`src/ceits_pkg.sv`:
```
// Purpose: constants for condition select and if-then state logic
// Assumes: 4-bit condition codes, 8-bit if-then state
// Notes: flag order in vectors is n, z, c, v (bit 3 down to 0)
package ceits_pkg;

  // ************************************************
  // condition codes and state
  // ************************************************
  localparam logic [3:0] COND_ALWAYS = 4'he;
  localparam logic [3:0] COND_NEVER_ALIAS = 4'hf;
  localparam logic [7:0] STATE_RESET = 8'h00;
  localparam logic [3:0] LAST_SLOT_CODE = 4'h8;

  // base condition selectors, condition bits 3:1
  localparam logic [2:0] BASE_EQ = 3'h0;
  localparam logic [2:0] BASE_CS = 3'h1;
  localparam logic [2:0] BASE_MI = 3'h2;
  localparam logic [2:0] BASE_VS = 3'h3;
  localparam logic [2:0] BASE_HI = 3'h4;
  localparam logic [2:0] BASE_GE = 3'h5;
  localparam logic [2:0] BASE_GT = 3'h6;
  localparam logic [2:0] BASE_AL = 3'h7;

  // flag bit positions
  localparam int FLAG_N = 3;
  localparam int FLAG_Z = 2;
  localparam int FLAG_C = 1;
  localparam int FLAG_V = 0;

endpackage

```
`src/ceits_cond_exec.sv`:
```
// Purpose: active condition select, predicate evaluation and if-then state update
// Assumes: pipeline gives one instruction decision per cycle on the same clock
// Notes: state loads on block entry, steps on normal completion of a block instruction
`timescale 1ns/1ps

// Function
// [RULE1] self-conditioned branch uses its own 4-bit condition field
// [RULE2] otherwise, nonzero low state nibble selects state bits 7:4 as condition
// [RULE3] state all zero and no self-conditioned branch gives always-execute 1110
// [RULE4] base result: 000 zero, 001 carry, 010 negative, 011 overflow
// [RULE5] 100 carry and not zero; 101 n equals v; 110 also zero clear; 111 true
// [RULE6] invert base result when condition bit 0 set, except for 1111
// [RULE7] conditions 111x always execute regardless of flags
// [RULE8] undefined instruction failing its condition is a no-op, no exception
// [RULE9] branch with own condition 1110 is undefined unless block check fails
// [RULE10] state bits 7:5 hold base condition top bits, zero outside a block
// [RULE11] bits 4:0 hold per-slot low bits; size from lowest set bit; zero outside
// [RULE12] entry low-field lowest one at bit 0..3 marks block of four..one
// [RULE13] condition low bit set to one selects inverse of base condition
// [RULE14] if-then instruction loads state from its condition and then/else pattern
// [RULE15] state advances when a block instruction completes normally
// [RULE16] advance clears all if bits 2:0 zero, else shifts 4:0 left, keeps 7:5
// [RULE17] branching final-slot instruction leaves state in normal execution
// [RULE18] last-of-block flag exactly when state bits 3:0 equal 1000
// [RULE19] state is an 8-bit register resetting to all zeros
module ceits_cond_exec
  import ceits_pkg::*;
(
  // clock and reset
  input wire logic clk,
  input wire logic reset,
  // flags
  input wire logic [3:0] programFlagsReg,
  // decode
  input wire logic branchOwnCond,
  input wire logic [3:0] branchCondField,
  input wire logic undefinedInstr,
  // if-then instruction
  input wire logic itLoad,
  input wire logic [3:0] itFirstCond,
  input wire logic [3:0] itMask,
  // completion
  input wire logic instrComplete,
  input wire logic instrBranched,
  // results
  output logic [3:0] activeConditionSelect,
  output logic executePredicate,
  output logic undefinedException,
  output logic finalSlotTest,
  output logic inBlock,
  output logic [7:0] ifThenState
);

  // ************************************************
  // evaluation function
  // ************************************************
  function automatic logic cond_eval(input logic [3:0] cond, input logic [3:0] fl);
    logic base;
    base = 1'b0;
    unique case (cond[3:1])
      BASE_EQ: base = fl[FLAG_Z]; // RULE4
      BASE_CS: base = fl[FLAG_C]; // RULE4
      BASE_MI: base = fl[FLAG_N]; // RULE4
      BASE_VS: base = fl[FLAG_V]; // RULE4
      BASE_HI: base = fl[FLAG_C] && !fl[FLAG_Z]; // RULE5
      BASE_GE: base = (fl[FLAG_N] == fl[FLAG_V]); // RULE5
      BASE_GT: base = (fl[FLAG_N] == fl[FLAG_V]) && !fl[FLAG_Z]; // RULE5
      BASE_AL: base = 1'b1; // RULE5 RULE7
    endcase
    if (cond[0] && (cond != COND_NEVER_ALIAS)) begin
      base = !base; // RULE6 RULE13
    end
    return base;
  endfunction

  // ************************************************
  // condition select and predicate
  // ************************************************
  logic [7:0] stateQ;
  logic [7:0] stateD;
  logic condPass;
  logic blockPass;

  always_comb begin
    if (branchOwnCond) begin
      activeConditionSelect = branchCondField; // RULE1
    end else if (stateQ[3:0] != 4'h0) begin
      activeConditionSelect = stateQ[7:4]; // RULE2 RULE13
    end else begin
      activeConditionSelect = COND_ALWAYS; // RULE3
    end
  end

  assign condPass = cond_eval(activeConditionSelect, programFlagsReg);
  assign inBlock = (stateQ[3:0] != 4'h0);
  // enclosing block check, which alone can mask a branch with condition 1110
  assign blockPass = inBlock ? cond_eval(stateQ[7:4], programFlagsReg) : 1'b1; // RULE9
  // a failing undefined instruction is suppressed like any other
  assign executePredicate = condPass; // RULE8
  assign undefinedException = (condPass && undefinedInstr) || // RULE8
    (branchOwnCond && branchCondField == COND_ALWAYS && blockPass); // RULE9
  assign finalSlotTest = (stateQ[3:0] == LAST_SLOT_CODE); // RULE18
  assign ifThenState = stateQ;

  // ************************************************
  // state update
  // ************************************************
  always_comb begin
    stateD = stateQ;
    if (itLoad && !inBlock) begin
      if (itMask == 4'h0) begin
        stateD = STATE_RESET;
      end else begin
        stateD = {itFirstCond, itMask}; // RULE14 RULE10 RULE11 RULE12
      end
    end else if (instrComplete && inBlock) begin
      if (instrBranched || stateQ[2:0] == 3'h0) begin
        stateD = STATE_RESET; // RULE16 RULE17
      end else begin
        stateD = {stateQ[7:5], stateQ[3:0], 1'b0}; // RULE15 RULE16
      end
    end
  end

  always_ff @(posedge clk or posedge reset) begin
    if (reset) begin
      stateQ <= STATE_RESET; // RULE19
    end else begin
      stateQ <= stateD;
    end
  end
endmodule

```
`config.mk`:
```
export PLATFORM = sky130hd
export DESIGN_NAME = ceits_cond_exec
export DESIGN_NICKNAME = d
export VERILOG_FILES = /design/src/ceits_pkg.sv /design/src/ceits_cond_exec.sv
export SDC_FILE = /design/constraint.sdc
export NUM_CORES = 1
export LEC_CHECK = 0
export BUFFER_PORTS_ARGS = -buffer_cell sky130_fd_sc_hd__buf_2
export CAP_MARGIN = 30
export CORE_ASPECT_RATIO = 0.9
export CORE_MARGIN = 1.5
export CORE_UTILIZATION = 35
export DETAILED_ROUTE_END_ITERATION = 10
export PLACE_DENSITY = 0.65
export SKIP_LAST_GASP = 1
export SYNTH_ARGS = -nofsm -noshare
export SYNTH_HDL_FRONTEND = slang
export SYNTH_SLANG_ARGS = --single-unit
```
`constraint.sdc`:
```
create_clock -name clk -period 5.57 [get_ports clk]
set_input_delay 1.114 -clock clk [delete_from_list [all_inputs] [get_ports clk]]
set_output_delay 1.114 -clock clk [all_outputs]
set_load 0.05 [all_outputs]
```
==> metrics.cfg, run 1 <==
[outcome]
status = completed

[logic_synthesis]
synth-seq-area-share_pct = 24.7
syn_avg_cell_area_um2 = 8.37
yosys_warnings = 0
synth_cell_types = 39
ys_async_sr_fraction_pct = 100
synth_area_um2 = 812
synth_edf_count = 0
ys_ff_latch = 8
synth_ff_type = dfrtp_1
synth_fp_nets = 120
syn_inst = 97

[clocking]
ctsHoldBuffers = 0
post_cts_buffers = 0
tritoncts = done
cts-htree-levels = 1
cts_buffer_depth = 2
cts_sinks = 8
clkTransAtPathRegs_ns = 0.05
cts_resized = 0
root_buffer = clkbuf_4
clock_latency_ns = 0.25
cts_buffers = 3

[setup_path]
crit_chain = buf_2, or2_1, o21ai_0, inv_1, nor4b_2, o32ai_2, xnor2_1, a22o_1, buf_2
cp.depth = 9
cpPeakStageDelay_ns = 0.30
cp.required_ns = 4.46
crit_family = simple AND/OR/NAND/NOR gates
critPathBufInv = 3
crit_path_frequent_cell = buf_2
cp.arrival_ns = 2.85
regToRegSetupSlack_ns = 3.86
cp-start-kind = input port
path_class = in -> out
end_kind = output pin
reg2reg_depth = 5
cp_slowest_cell = nor4b_2
critPathMaxFanout = 11

[sta]
hold_viol = 0
tns_ns = 0
fin_skew_ns = 0.00481
timing.fmax_ghz = 0.252
period_share_pct = 71.2
finalWorstSetupSlack_ns = 1.60
grt_setup_unrepaired = no
drv_slew = 0
worstMarginPinSlew_ns = 0.437
max_slew_margin_pct = 70.7
setup_viol = 0
layout_min_cycle_time_ns = 3.97
hold_ws_ns = 0.653

[layout]
mostFrequentLayoutCells = buf_2 (38), o21ai_0 (10), nand2_1 (9), dfrtp_1 (8), nor2_1 (7)
antenna_cells = 0
fin_cells = 160
drive_gt1_share_pct = 41.4
syn_to_final_growth_pct = 26.2
fin_nets = 158
final_common_cell = buf_2
largest_register_ffs = 8

[worst_hold_path]
hold_class = reg -> reg
whs_path_depth = 2

[detailed_routing]
wl_um = 2040
drt_first_pass_iters = 4
routedWlPerCell_um = 12.7
ant_nets = 0
drc = 0
drt_iter0_drc = 12
vias = 863
avgViaCountPerCell = 5.39

[floorplan]
rows = 16
core_area_mm2 = 0.00218
start_util_pct = 37.2
die_h_um = 48.7
io_pins = 39
die-area_mm2 = 0.00262
die_x_um = 53.8

[power_and_ir_drop]
p_leak_nw = 0.482
ir_worst_vdd_mv = 0.227
p_per_area_mw_per_mm2 = 351

[placement]
dp_hpwl_um = 1650
dpl.cell_count = 157
gp_congestion = 0.905
post-place-ws_ns = 1.60
numPortBuffers = 38

[global_routing]
grt_use_total_pct = 17.7
grt_remaining_overflow = 0
grt_antenna_before_repair = 0
grt_max_degree = 12
grt_pass1_wl_um = 3510
grt_pass1_vias = 761

[run]
cap_violations = 0

## per-stage QoR
step	total power, mW	util (%)	area, um2
detailed placement	0.319	45.9	1000
finish	0.360	47.0	1020
CTS	0.363	47.0	1020
global placement	0.317	45.9	1000
floorplan	0.271	-	812
global route	0.387	47.0	1020
## cell usage after synthesis, drive strengths merged (3+ instances only)
cell,instances,area (um2)
nand3,3,15.0
xnor2,4,35.0
a22o,4,35.0
and2,3,21.3
clkbuf,4,28.8
nand2,9,33.8
nor2,7,26.3
a21oi,4,20.0
o21ai,10,50.1
a31oi,3,18.8
dfrtp,8,200
nand3b,3,22.5
inv,7,28.8
## metal layers
metal  wire, um  GRT usage [%]  vias to the layer above
met1        998           26.0                      401
met5          0              0                        -
met2        910           26.8                       29
met4          0           1.28                        0
met3        128           4.63                        0
li1           -              -                      433
## area by class of cell
cell class	instances	area, um2
Multi-Input combinational cell	77	549
Inverter	7	28.8
Sequential cell	8	200
Clock buffer	3	22.5
Fill cell	243	1160
Tap cell	27	33.8
Timing Repair Buffer	38	190
## cells by family (layout without fill, tap and decap cells)
group | after synthesis | in the layout | synth area share, %
AND/OR/NAND/NOR | 39 | 39 | 29.1
AO/OA/AOI/OAI | 32 | 32 | 30.0
buffers and inverters | 12 | 48 | 7.70
flip-flops | 8 | 8 | 24.7
XOR/XNOR | 4 | 4 | 4.31
multiplexers | 2 | 2 | 4.16
## worst register-to-register path, cell delays in order, from the launching register on
cell and delay [ns]:
dfrtp_1 0.43, nor4_4 0.44, and2_2 0.29, o41a_1 0.26, a211oi_1 0.10, a21oi_1 0.11
## where the power goes
group / total (mW) / internal (mW) / switching (mW)
Combinational: 0.224 / 0.0717 / 0.152
Sequential: 0.0938 / 0.0693 / 0.0245
Clock: 0.0422 / 0.0245 / 0.0177
## worst paths after layout
path                                             from                         end
max in group asynchronous                       reset  ifThenState[4]$_DFFE_PP0P_
max reg2reg                ifThenState[0]$_DFFE_PP0P_  ifThenState[4]$_DFFE_PP0P_
min in group asynchronous                       reset  ifThenState[3]$_DFFE_PP0P_
max                                     branchOwnCond          undefinedException
min                        ifThenState[1]$_DFFE_PP0P_  ifThenState[1]$_DFFE_PP0P_
min reg2reg                ifThenState[1]$_DFFE_PP0P_  ifThenState[1]$_DFFE_PP0P_
(Power assumes the default switching activity.)
==> run 2: changes to the inputs <==
ABC_AREA = 1   (was default)
PLACE_DENSITY = 0.66   (was 0.65)
clock period = 4.08 ns   (was 5.57 ns; I/O delays follow)
==> run 2 against run 1 <==
  * Final cell count up 16%
  * Worst setup slack worse by 0.39 ns
  * Utilization up 3.7 points
  * Via count up 1.6%
  * First-iteration DRC count up 130%
  * Largest power group unchanged
==> metrics.cfg, run 2 <==
[power_and_ir_drop]
power.total_mw = 0.876  ; was 0.360 mW
ir_worst_vdd_mv = 0.398  ; was 0.227 mV
p_per_area_mw_per_mm2 = 869  ; was 351 mW/mm2
p_leak_nw = 0.606  ; was 0.482 nW

[placement]
post-place-ws_ns = 1.22  ; was 1.60 ns
dp_hpwl_um = 1630  ; was 1650 um
dpl-instance-area_um2 = 985  ; was 0.00100 mm2
numPortBuffers = 38  ; unchanged
gp_congestion = 0.833  ; was 0.905

[logic_synthesis]
synth-seq-area-share_pct = 26.2  ; was 24.7%
synth_edf_count = 0  ; unchanged
ys_ff_latch = 8  ; unchanged
synth_ff_type = dfrtp_1  ; unchanged
synth_most_common_cell = nand2_1  ; was o21ai_0
synth.area.top_cells = dfrtp_1 (26%), nand2_1 (15%), inv_1 (12%)  ; was dfrtp_1 (25%), o21ai_0 (6.2%), a22o_1 (4.3%)
syn_inst = 120  ; was 97
synth_cell_types = 22  ; was 39
synth_area_um2 = 763  ; was 812 um2
synth_fp_nets = 143  ; was 120
synth.top_cell.area_share_pct = 26.2  ; was 24.7%
ys_async_sr_fraction_pct = 100  ; unchanged
synth_common_cells = nand2_1 (31), inv_1 (25), nand3_1 (18)  ; was o21ai_0 (10), nand2_1 (9), dfrtp_1 (8)
yosys.area.top_type = dfrtp_1  ; unchanged
yosys_warnings = 0  ; unchanged
syn_avg_cell_area_um2 = 6.36  ; was 8.37 um2

[floorplan]
die-area_mm2 = 0.00247  ; was 0.00262 mm2
start_util_pct = 38.4  ; was 37.2%
rows = 15  ; was 16
die_x_um = 52.2  ; was 53.8 um
io_pins = 39  ; unchanged
die_h_um = 47.3  ; was 48.7 um
core_area_mm2 = 0.00199  ; was 0.00218 mm2

[clocking]
cts_buffers = 3  ; unchanged
clock_latency_ns = 0.26  ; was 0.25 ns
root_buffer = clkbuf_4  ; unchanged
cts-htree-levels = 1  ; unchanged
ctsHoldBuffers = 0  ; unchanged
clkTransAtPathRegs_ns = 0.06  ; was 0.05 ns
tritoncts = done  ; unchanged
cts_buffer_depth = 2  ; unchanged
cts_resized = 0  ; unchanged
cts_sinks = 8  ; unchanged
post_cts_buffers = 0  ; unchanged

[run]
cap_violations = 0  ; unchanged

[detailed_routing]
drt_first_pass_iters = 4  ; unchanged
drt_iter0_drc = 27  ; was 12
met1_length_um = 1040  ; was 998 um
drc = 0  ; unchanged
routedWlPerCell_um = 10.4  ; was 12.7 um
avgViaCountPerCell = 4.72  ; was 5.39
route.met2.wl_um = 767  ; was 910 um
topRoutingLayerUsed = met4  ; was met3
ant_nets = 0  ; unchanged
wl_um = 1940  ; was 2040 um
vias = 877  ; was 863
wl_met3_um = 125  ; was 128 um

[sta]
max_slew_margin_pct = 78.9  ; was 70.7%
fin_skew_ns = 0.00988  ; was 0.00481 ns
worstMarginPinSlew_ns = 0.316  ; was 0.437 ns
grt_setup_unrepaired = no  ; unchanged
period_share_pct = 70.2
layout_min_cycle_time_ns = 2.86
timing.fmax_ghz = 0.349
finalWorstSetupSlack_ns = 1.22  ; was 1.60 ns
tns_ns = 0  ; unchanged
drv_slew = 0  ; unchanged
setup_viol = 0  ; unchanged
hold_viol = 0  ; unchanged

[setup_path]
crit_path_frequent_cell = nand2_1  ; was buf_2
cp_slowest_cell = buf_2  ; was nor4b_2
cp-start-kind = input port  ; unchanged
end_kind = output pin  ; unchanged
path_class = in -> out  ; unchanged
cpPeakStageDelay_ns = 0.25  ; was 0.30 ns
cp.required_ns = 3.26  ; was 4.46 ns
crit_chain = buf_2, nor2_1, nand2_4, nand2_4, nand2_1, nand2_1, nand2_1, nand2_1, nand2_1, nand3_1, nand3_1, nand2_1, buf_2  ; was buf_2, or2_1, o21ai_0, inv_1, nor4b_2, o32ai_2, xnor2_1, a22o_1, buf_2
regToRegSetupSlack_ns = 2.56  ; was 3.86 ns
reg2reg_depth = 6  ; was 5
critPathMaxFanout = 6  ; was 11
cp.arrival_ns = 2.05  ; was 2.85 ns

[layout]
drive_gt1_share_pct = 32.9  ; was 41.4%
syn_to_final_growth_pct = 32.0  ; was 26.2%
antenna_cells = 0  ; unchanged
ff_latch_area_um2 = 200  ; unchanged
final_common_cell = buf_2  ; unchanged
multi_input_area_um2 = 462  ; was 549 um2
fill_cells = 225  ; was 243
mostFrequentLayoutCells = buf_2 (38), nand2_1 (31), inv_1 (25), nand3_1 (18), dfrtp_1 (8)  ; was buf_2 (38), o21ai_0 (10), nand2_1 (9), dfrtp_1 (8), nor2_1 (7)
fin_nets = 186  ; was 158
largest_register_ffs = 8  ; unchanged
finalInstanceArea_mm2 = 0.00101  ; was 0.00102 mm2

[global_routing]
grt_use_total_pct = 17.6  ; was 17.7%
grt_remaining_overflow = 0  ; unchanged
grt_max_degree = 9  ; was 12
grt_pass1_vias = 737  ; was 761
grt_antenna_before_repair = 0  ; unchanged
grt_pass1_wl_um = 3190  ; was 3510 um

[worst_hold_path]
hold_class = in -> async  ; was reg -> reg

[outcome]
status = completed  ; unchanged

[run 2: cell types whose count changed after synthesis, moves of 3 or more]
cell,before,now
nand3_1,3,18
inv_1,6,25
a22o_1,4,0
a31oi_1,3,0
xnor2_1,4,1
o22ai_1,1,4
nand2_1,9,31
nand2_4,0,5
o221ai_1,0,3
o21ai_0,10,1
[run 2: cell families (layout without fill, tap and decap cells)]
group | after synthesis | count (layout) | synth area share, %
AND/OR/NAND/NOR | 69 | 69 | 46.6
XOR/XNOR | 1 | 1 | 1.15
AO/OA/AOI/OAI | 15 | 15 | 12.8
buffers and inverters | 27 | 68 | 13.3
flip-flops | 8 | 8 | 26.2
[run 2: routing by layer]
layer	GRT usage, %	up-vias
met4	3.08	0
met2	23.5	33
met5	0	-
li1	-	477
met3	5.10	2
met1	27.9	365
[run 2: worst max-delay path: cells and delay by family]
| kind | cells | cell delay (ns) |
|---|---|---|
| buffers and inverters | 2 | 0.38 |
| AND/OR/NAND/NOR | 11 | 0.84 |
[run 2: area by class of cell]
| cell class | count | share of cell area [%] |
|---|---|---|
| multi-input combinational | 85 | 45.8 |
| sequential | 8 | 19.9 |
| timing repair buffer | 38 | 18.9 |
| inverter | 27 | 10.1 |
| tap | 25 | 3.11 |
| clock buffer | 3 | 2.24 |
[run 2: report_power, final]
| group | internal (mW) | switching (mW) |
|---|---|---|
| registers | 0.113 | 0.0406 |
| clock network | 0.0338 | 0.0285 |
| logic | 0.172 | 0.488 |
| total | 0.319 | 0.557 |
[run 2: path summary, 6_finish.rpt]
kind,startpoint,endpoint
max,branchOwnCond,undefinedException
min,reset,ifThenState[5]$_DFFE_PP0P_
max reg2reg,ifThenState[3]$_DFFE_PP0P_,ifThenState[7]$_DFFE_PP0P_
min reg2reg,ifThenState[4]$_DFFE_PP0P_,ifThenState[4]$_DFFE_PP0P_
max in group asynchronous,reset,ifThenState[7]$_DFFE_PP0P_
min in group clk,ifThenState[4]$_DFFE_PP0P_,ifThenState[4]$_DFFE_PP0P_
[run 2: metrics by stage]
| step | hold WS [ns] | cells | utilization (%) |
|---|---|---|---|
| floorplan | 0.632 | 120 | - |
| global placement | 0.538 | 183 | 49.5 |
| detailed placement | 0.533 | 183 | 49.5 |
| CTS | 0.507 | 186 | 50.6 |
| global route | 0.520 | 186 | 50.6 |
| finish | 0.492 | 186 | 50.6 |
==> run 3: changes to the inputs <==
clock period = 2.8 ns   (was 4.08 ns; I/O delays follow)
==> run 3 against run 2 <==
  * Sequential share of layout area decreased by 0.22 points
  * Register-to-register slack got worse by 1.3 ns
  * Non-clock buffer count unchanged
  * Total power increased by 47%
  * Worst setup slack got worse by 0.89 ns
  * Combinational power increased by 47%
  * Global-route usage increased by 0.20 points
  * Final cell count unchanged
  * First-iteration DRC count decreased by 41%
  * Sequential cell count unchanged
  * Sequential power increased by 46%
  * Die area unchanged
  * Critical path type is now reg -> out
==> metrics.cfg, run 3 (synthesis results as in run 2) <==
[sta]
period_share_pct = 88.4
tns_ns = 0  ; unchanged
fin_skew_ns = 0.00505  ; was 0.00988 ns
grt_setup_unrepaired = no  ; unchanged
setup_viol = 0  ; unchanged
hold_viol = 0  ; unchanged
timing.fmax_ghz = 0.404
hold_ws_ns = 0.247  ; was 0.492 ns
worstMarginPinSlew_ns = 0.324  ; was 0.316 ns
max_slew_margin_pct = 78.4  ; was 78.9%
drv_slew = 0  ; unchanged
layout_min_cycle_time_ns = 2.48

[global_routing]
grt_pass1_wl_um = 3260  ; was 3190 um
grt_pass1_vias = 822  ; was 737
grt_use_total_pct = 17.8  ; was 17.6%
grt_antenna_before_repair = 0  ; unchanged
grt_remaining_overflow = 0  ; unchanged
grt_max_degree = 9  ; unchanged

[placement]
gp_congestion = 0.783  ; was 0.833
numPortBuffers = 38  ; unchanged
dpl-instance-area_um2 = 996  ; was 985 um2
dp_hpwl_um = 1740  ; was 1630 um

[clocking]
cts_buffers = 3  ; unchanged
clock_latency_ns = 0.26  ; about the same
post_cts_buffers = 0  ; unchanged
cts_buffer_depth = 2  ; unchanged
ctsHoldBuffers = 0  ; unchanged
cts_resized = 0  ; unchanged
tritoncts = done  ; unchanged
root_buffer = clkbuf_4  ; unchanged
clkTransAtPathRegs_ns = 0.06  ; about the same
cts_sinks = 8  ; unchanged
cts-htree-levels = 1  ; unchanged

[layout]
finalInstanceArea_mm2 = 0.00102  ; was 0.00101 mm2
mostFrequentLayoutCells = buf_2 (38), nand2_1 (31), inv_1 (25), nand3_1 (18), dfrtp_1 (8)  ; unchanged
syn_to_final_growth_pct = 33.4  ; was 32.0%
largest_register_ffs = 8  ; unchanged
fill_cells = 217  ; was 225
final_common_cell = buf_2  ; unchanged
fin_nets = 186  ; unchanged
antenna_cells = 0  ; unchanged
drive_gt1_share_pct = 33.5  ; was 32.9%

[floorplan]
io_pins = 39  ; unchanged
rows = 15  ; unchanged
core_area_mm2 = 0.00199  ; unchanged
start_util_pct = 38.4  ; unchanged
die-area_mm2 = 0.00247  ; unchanged
die_h_um = 47.3  ; unchanged
die_x_um = 52.2  ; unchanged

[outcome]
status = completed  ; unchanged

[setup_path]
path_class = reg -> out  ; was in -> out
end_kind = output pin  ; unchanged
crit_chain = nor2_4, nand2_4, nand2_4, nand2_4, nor2_2, nand2_1, nand2_1, nand2_1, nand3_1, nand3_1, nand2_1, buf_2  ; was buf_2, nor2_1, nand2_4, nand2_4, nand2_1, nand2_1, nand2_1, nand2_1, nand2_1, nand3_1, nand3_1, nand2_1, buf_2
cp.required_ns = 2.24  ; was 3.26 ns
crit_path_frequent_cell = nand2_1  ; unchanged
reg2reg_depth = 6  ; unchanged
critPathMaxFanout = 7  ; was 6
crit_end = undefinedException  ; unchanged
r2r_end = ifThenState[7]$_DFFE_PP0P_  ; unchanged
cp-start-kind = flop  ; was input port
crit_start = ifThenState[0]$_DFFE_PP0P_  ; was branchOwnCond
worst_r2r_startpoint = ifThenState[0]$_DFFE_PP0P_  ; was ifThenState[3]$_DFFE_PP0P_
cp.arrival_ns = 1.92  ; was 2.05 ns
cpPeakStageDelay_ns = 0.41  ; was 0.25 ns
regToRegSetupSlack_ns = 1.26  ; was 2.56 ns
cp_slowest_cell = dfrtp_1  ; was buf_2

[power_and_ir_drop]
p_seq_share_pct = 17.5  ; about the same
p_int_mw = 0.467  ; was 0.319 mW
pwr-share-clk_pct = 7.1  ; about the same
p_leak_nw = 0.608  ; was 0.606 nW
p_sw_share_pct = 63.6  ; about the same
p_per_area_mw_per_mm2 = 1260  ; was 869 mW/mm2
switchingPower_mw = 0.818  ; was 0.557 mW
ir_worst_vdd_mv = 0.627  ; was 0.398 mV
power_frac_comb_pct = 75.4  ; about the same

[detailed_routing]
ant_nets = 0  ; unchanged
drc = 0  ; unchanged
avgViaCountPerCell = 4.91  ; was 4.72
drt_first_pass_iters = 4  ; unchanged
vias = 913  ; was 877
drt_iter0_drc = 16  ; was 27
routedWlPerCell_um = 11.0  ; was 10.4 um
wl_um = 2050  ; was 1940 um

[worst_hold_path]
hold_class = in -> async  ; unchanged

[run]
cap_violations = 0  ; unchanged

==> run 3: cell counts in the layout (fill, tap and decap cells not counted) <==
No cell type changed its count.
==> run 3: worst min-delay path by stage <==
stage	start	endpoint	depth (start not counted)
floorplan	reset	ifThenState[0]$_DFFE_PP0P_	1
global placement	reset	ifThenState[3]$_DFFE_PP0P_	2
detailed placement	reset	ifThenState[7]$_DFFE_PP0P_	2
CTS	reset	ifThenState[2]$_DFFE_PP0P_	2
global route	reset	ifThenState[2]$_DFFE_PP0P_	2
finish	reset	ifThenState[2]$_DFFE_PP0P_	2
==> run 3: cell type report <==
| cell class | instances | area [um2] | share of cell area (%) |
|---|---|---|---|
| clock buffers | 3 | 22.5 | 2.21 |
| repair buffers | 38 | 190 | 18.7 |
| flip-flops and latches | 8 | 200 | 19.7 |
| well taps | 25 | 31.3 | 3.07 |
| inverters | 27 | 101 | 9.95 |
| multi-input cells | 85 | 473 | 46.4 |
==> run 3: stage by stage <==
step / util, % / worst slack (ns) / std cells / power [mW]
2_1_floorplan: - / 0.0232 / 120 / 0.994
3_3_place_gp: 50.1 / 0.464 / 183 / 1.19
3_5_place_dp: 50.1 / 0.435 / 183 / 1.20
4_1_cts: 51.2 / 0.297 / 186 / 1.30
5_1_grt: 51.2 / 0.161 / 186 / 1.38
6_report: 51.2 / 0.324 / 186 / 1.29
==> run 3: worst max-delay path: cells and delay by family, from the launching register on <==
kind / cells / cell delay (ns)
flops: 1 / 0.41
buf+inv: 1 / 0.25
simple gates: 11 / 0.98
==> run 3: layer usage <==
layer | routed length, um | part of all wire (%) | GRT usage [%]
met1 | 900 | 44 | 19.3
met2 | 1020 | 50 | 36.2
met3 | 125 | 6.1 | 4.14
met4 | 6 | 0.29 | 3.08
met5 | 0 | 0 | 0
==> run 3: power by group through the flow <==
stage | logic, mW | clock network, mW | registers, mW
6_report | 0.969 | 0.0911 | 0.225
5_1_grt | 1.04 | 0.0974 | 0.235
4_1_cts | 0.978 | 0.0934 | 0.226
3_5_place_dp | 0.973 | 0 | 0.228
3_3_place_gp | 0.966 | 0 | 0.226
2_1_floorplan | 0.610 | 0 | 0.385
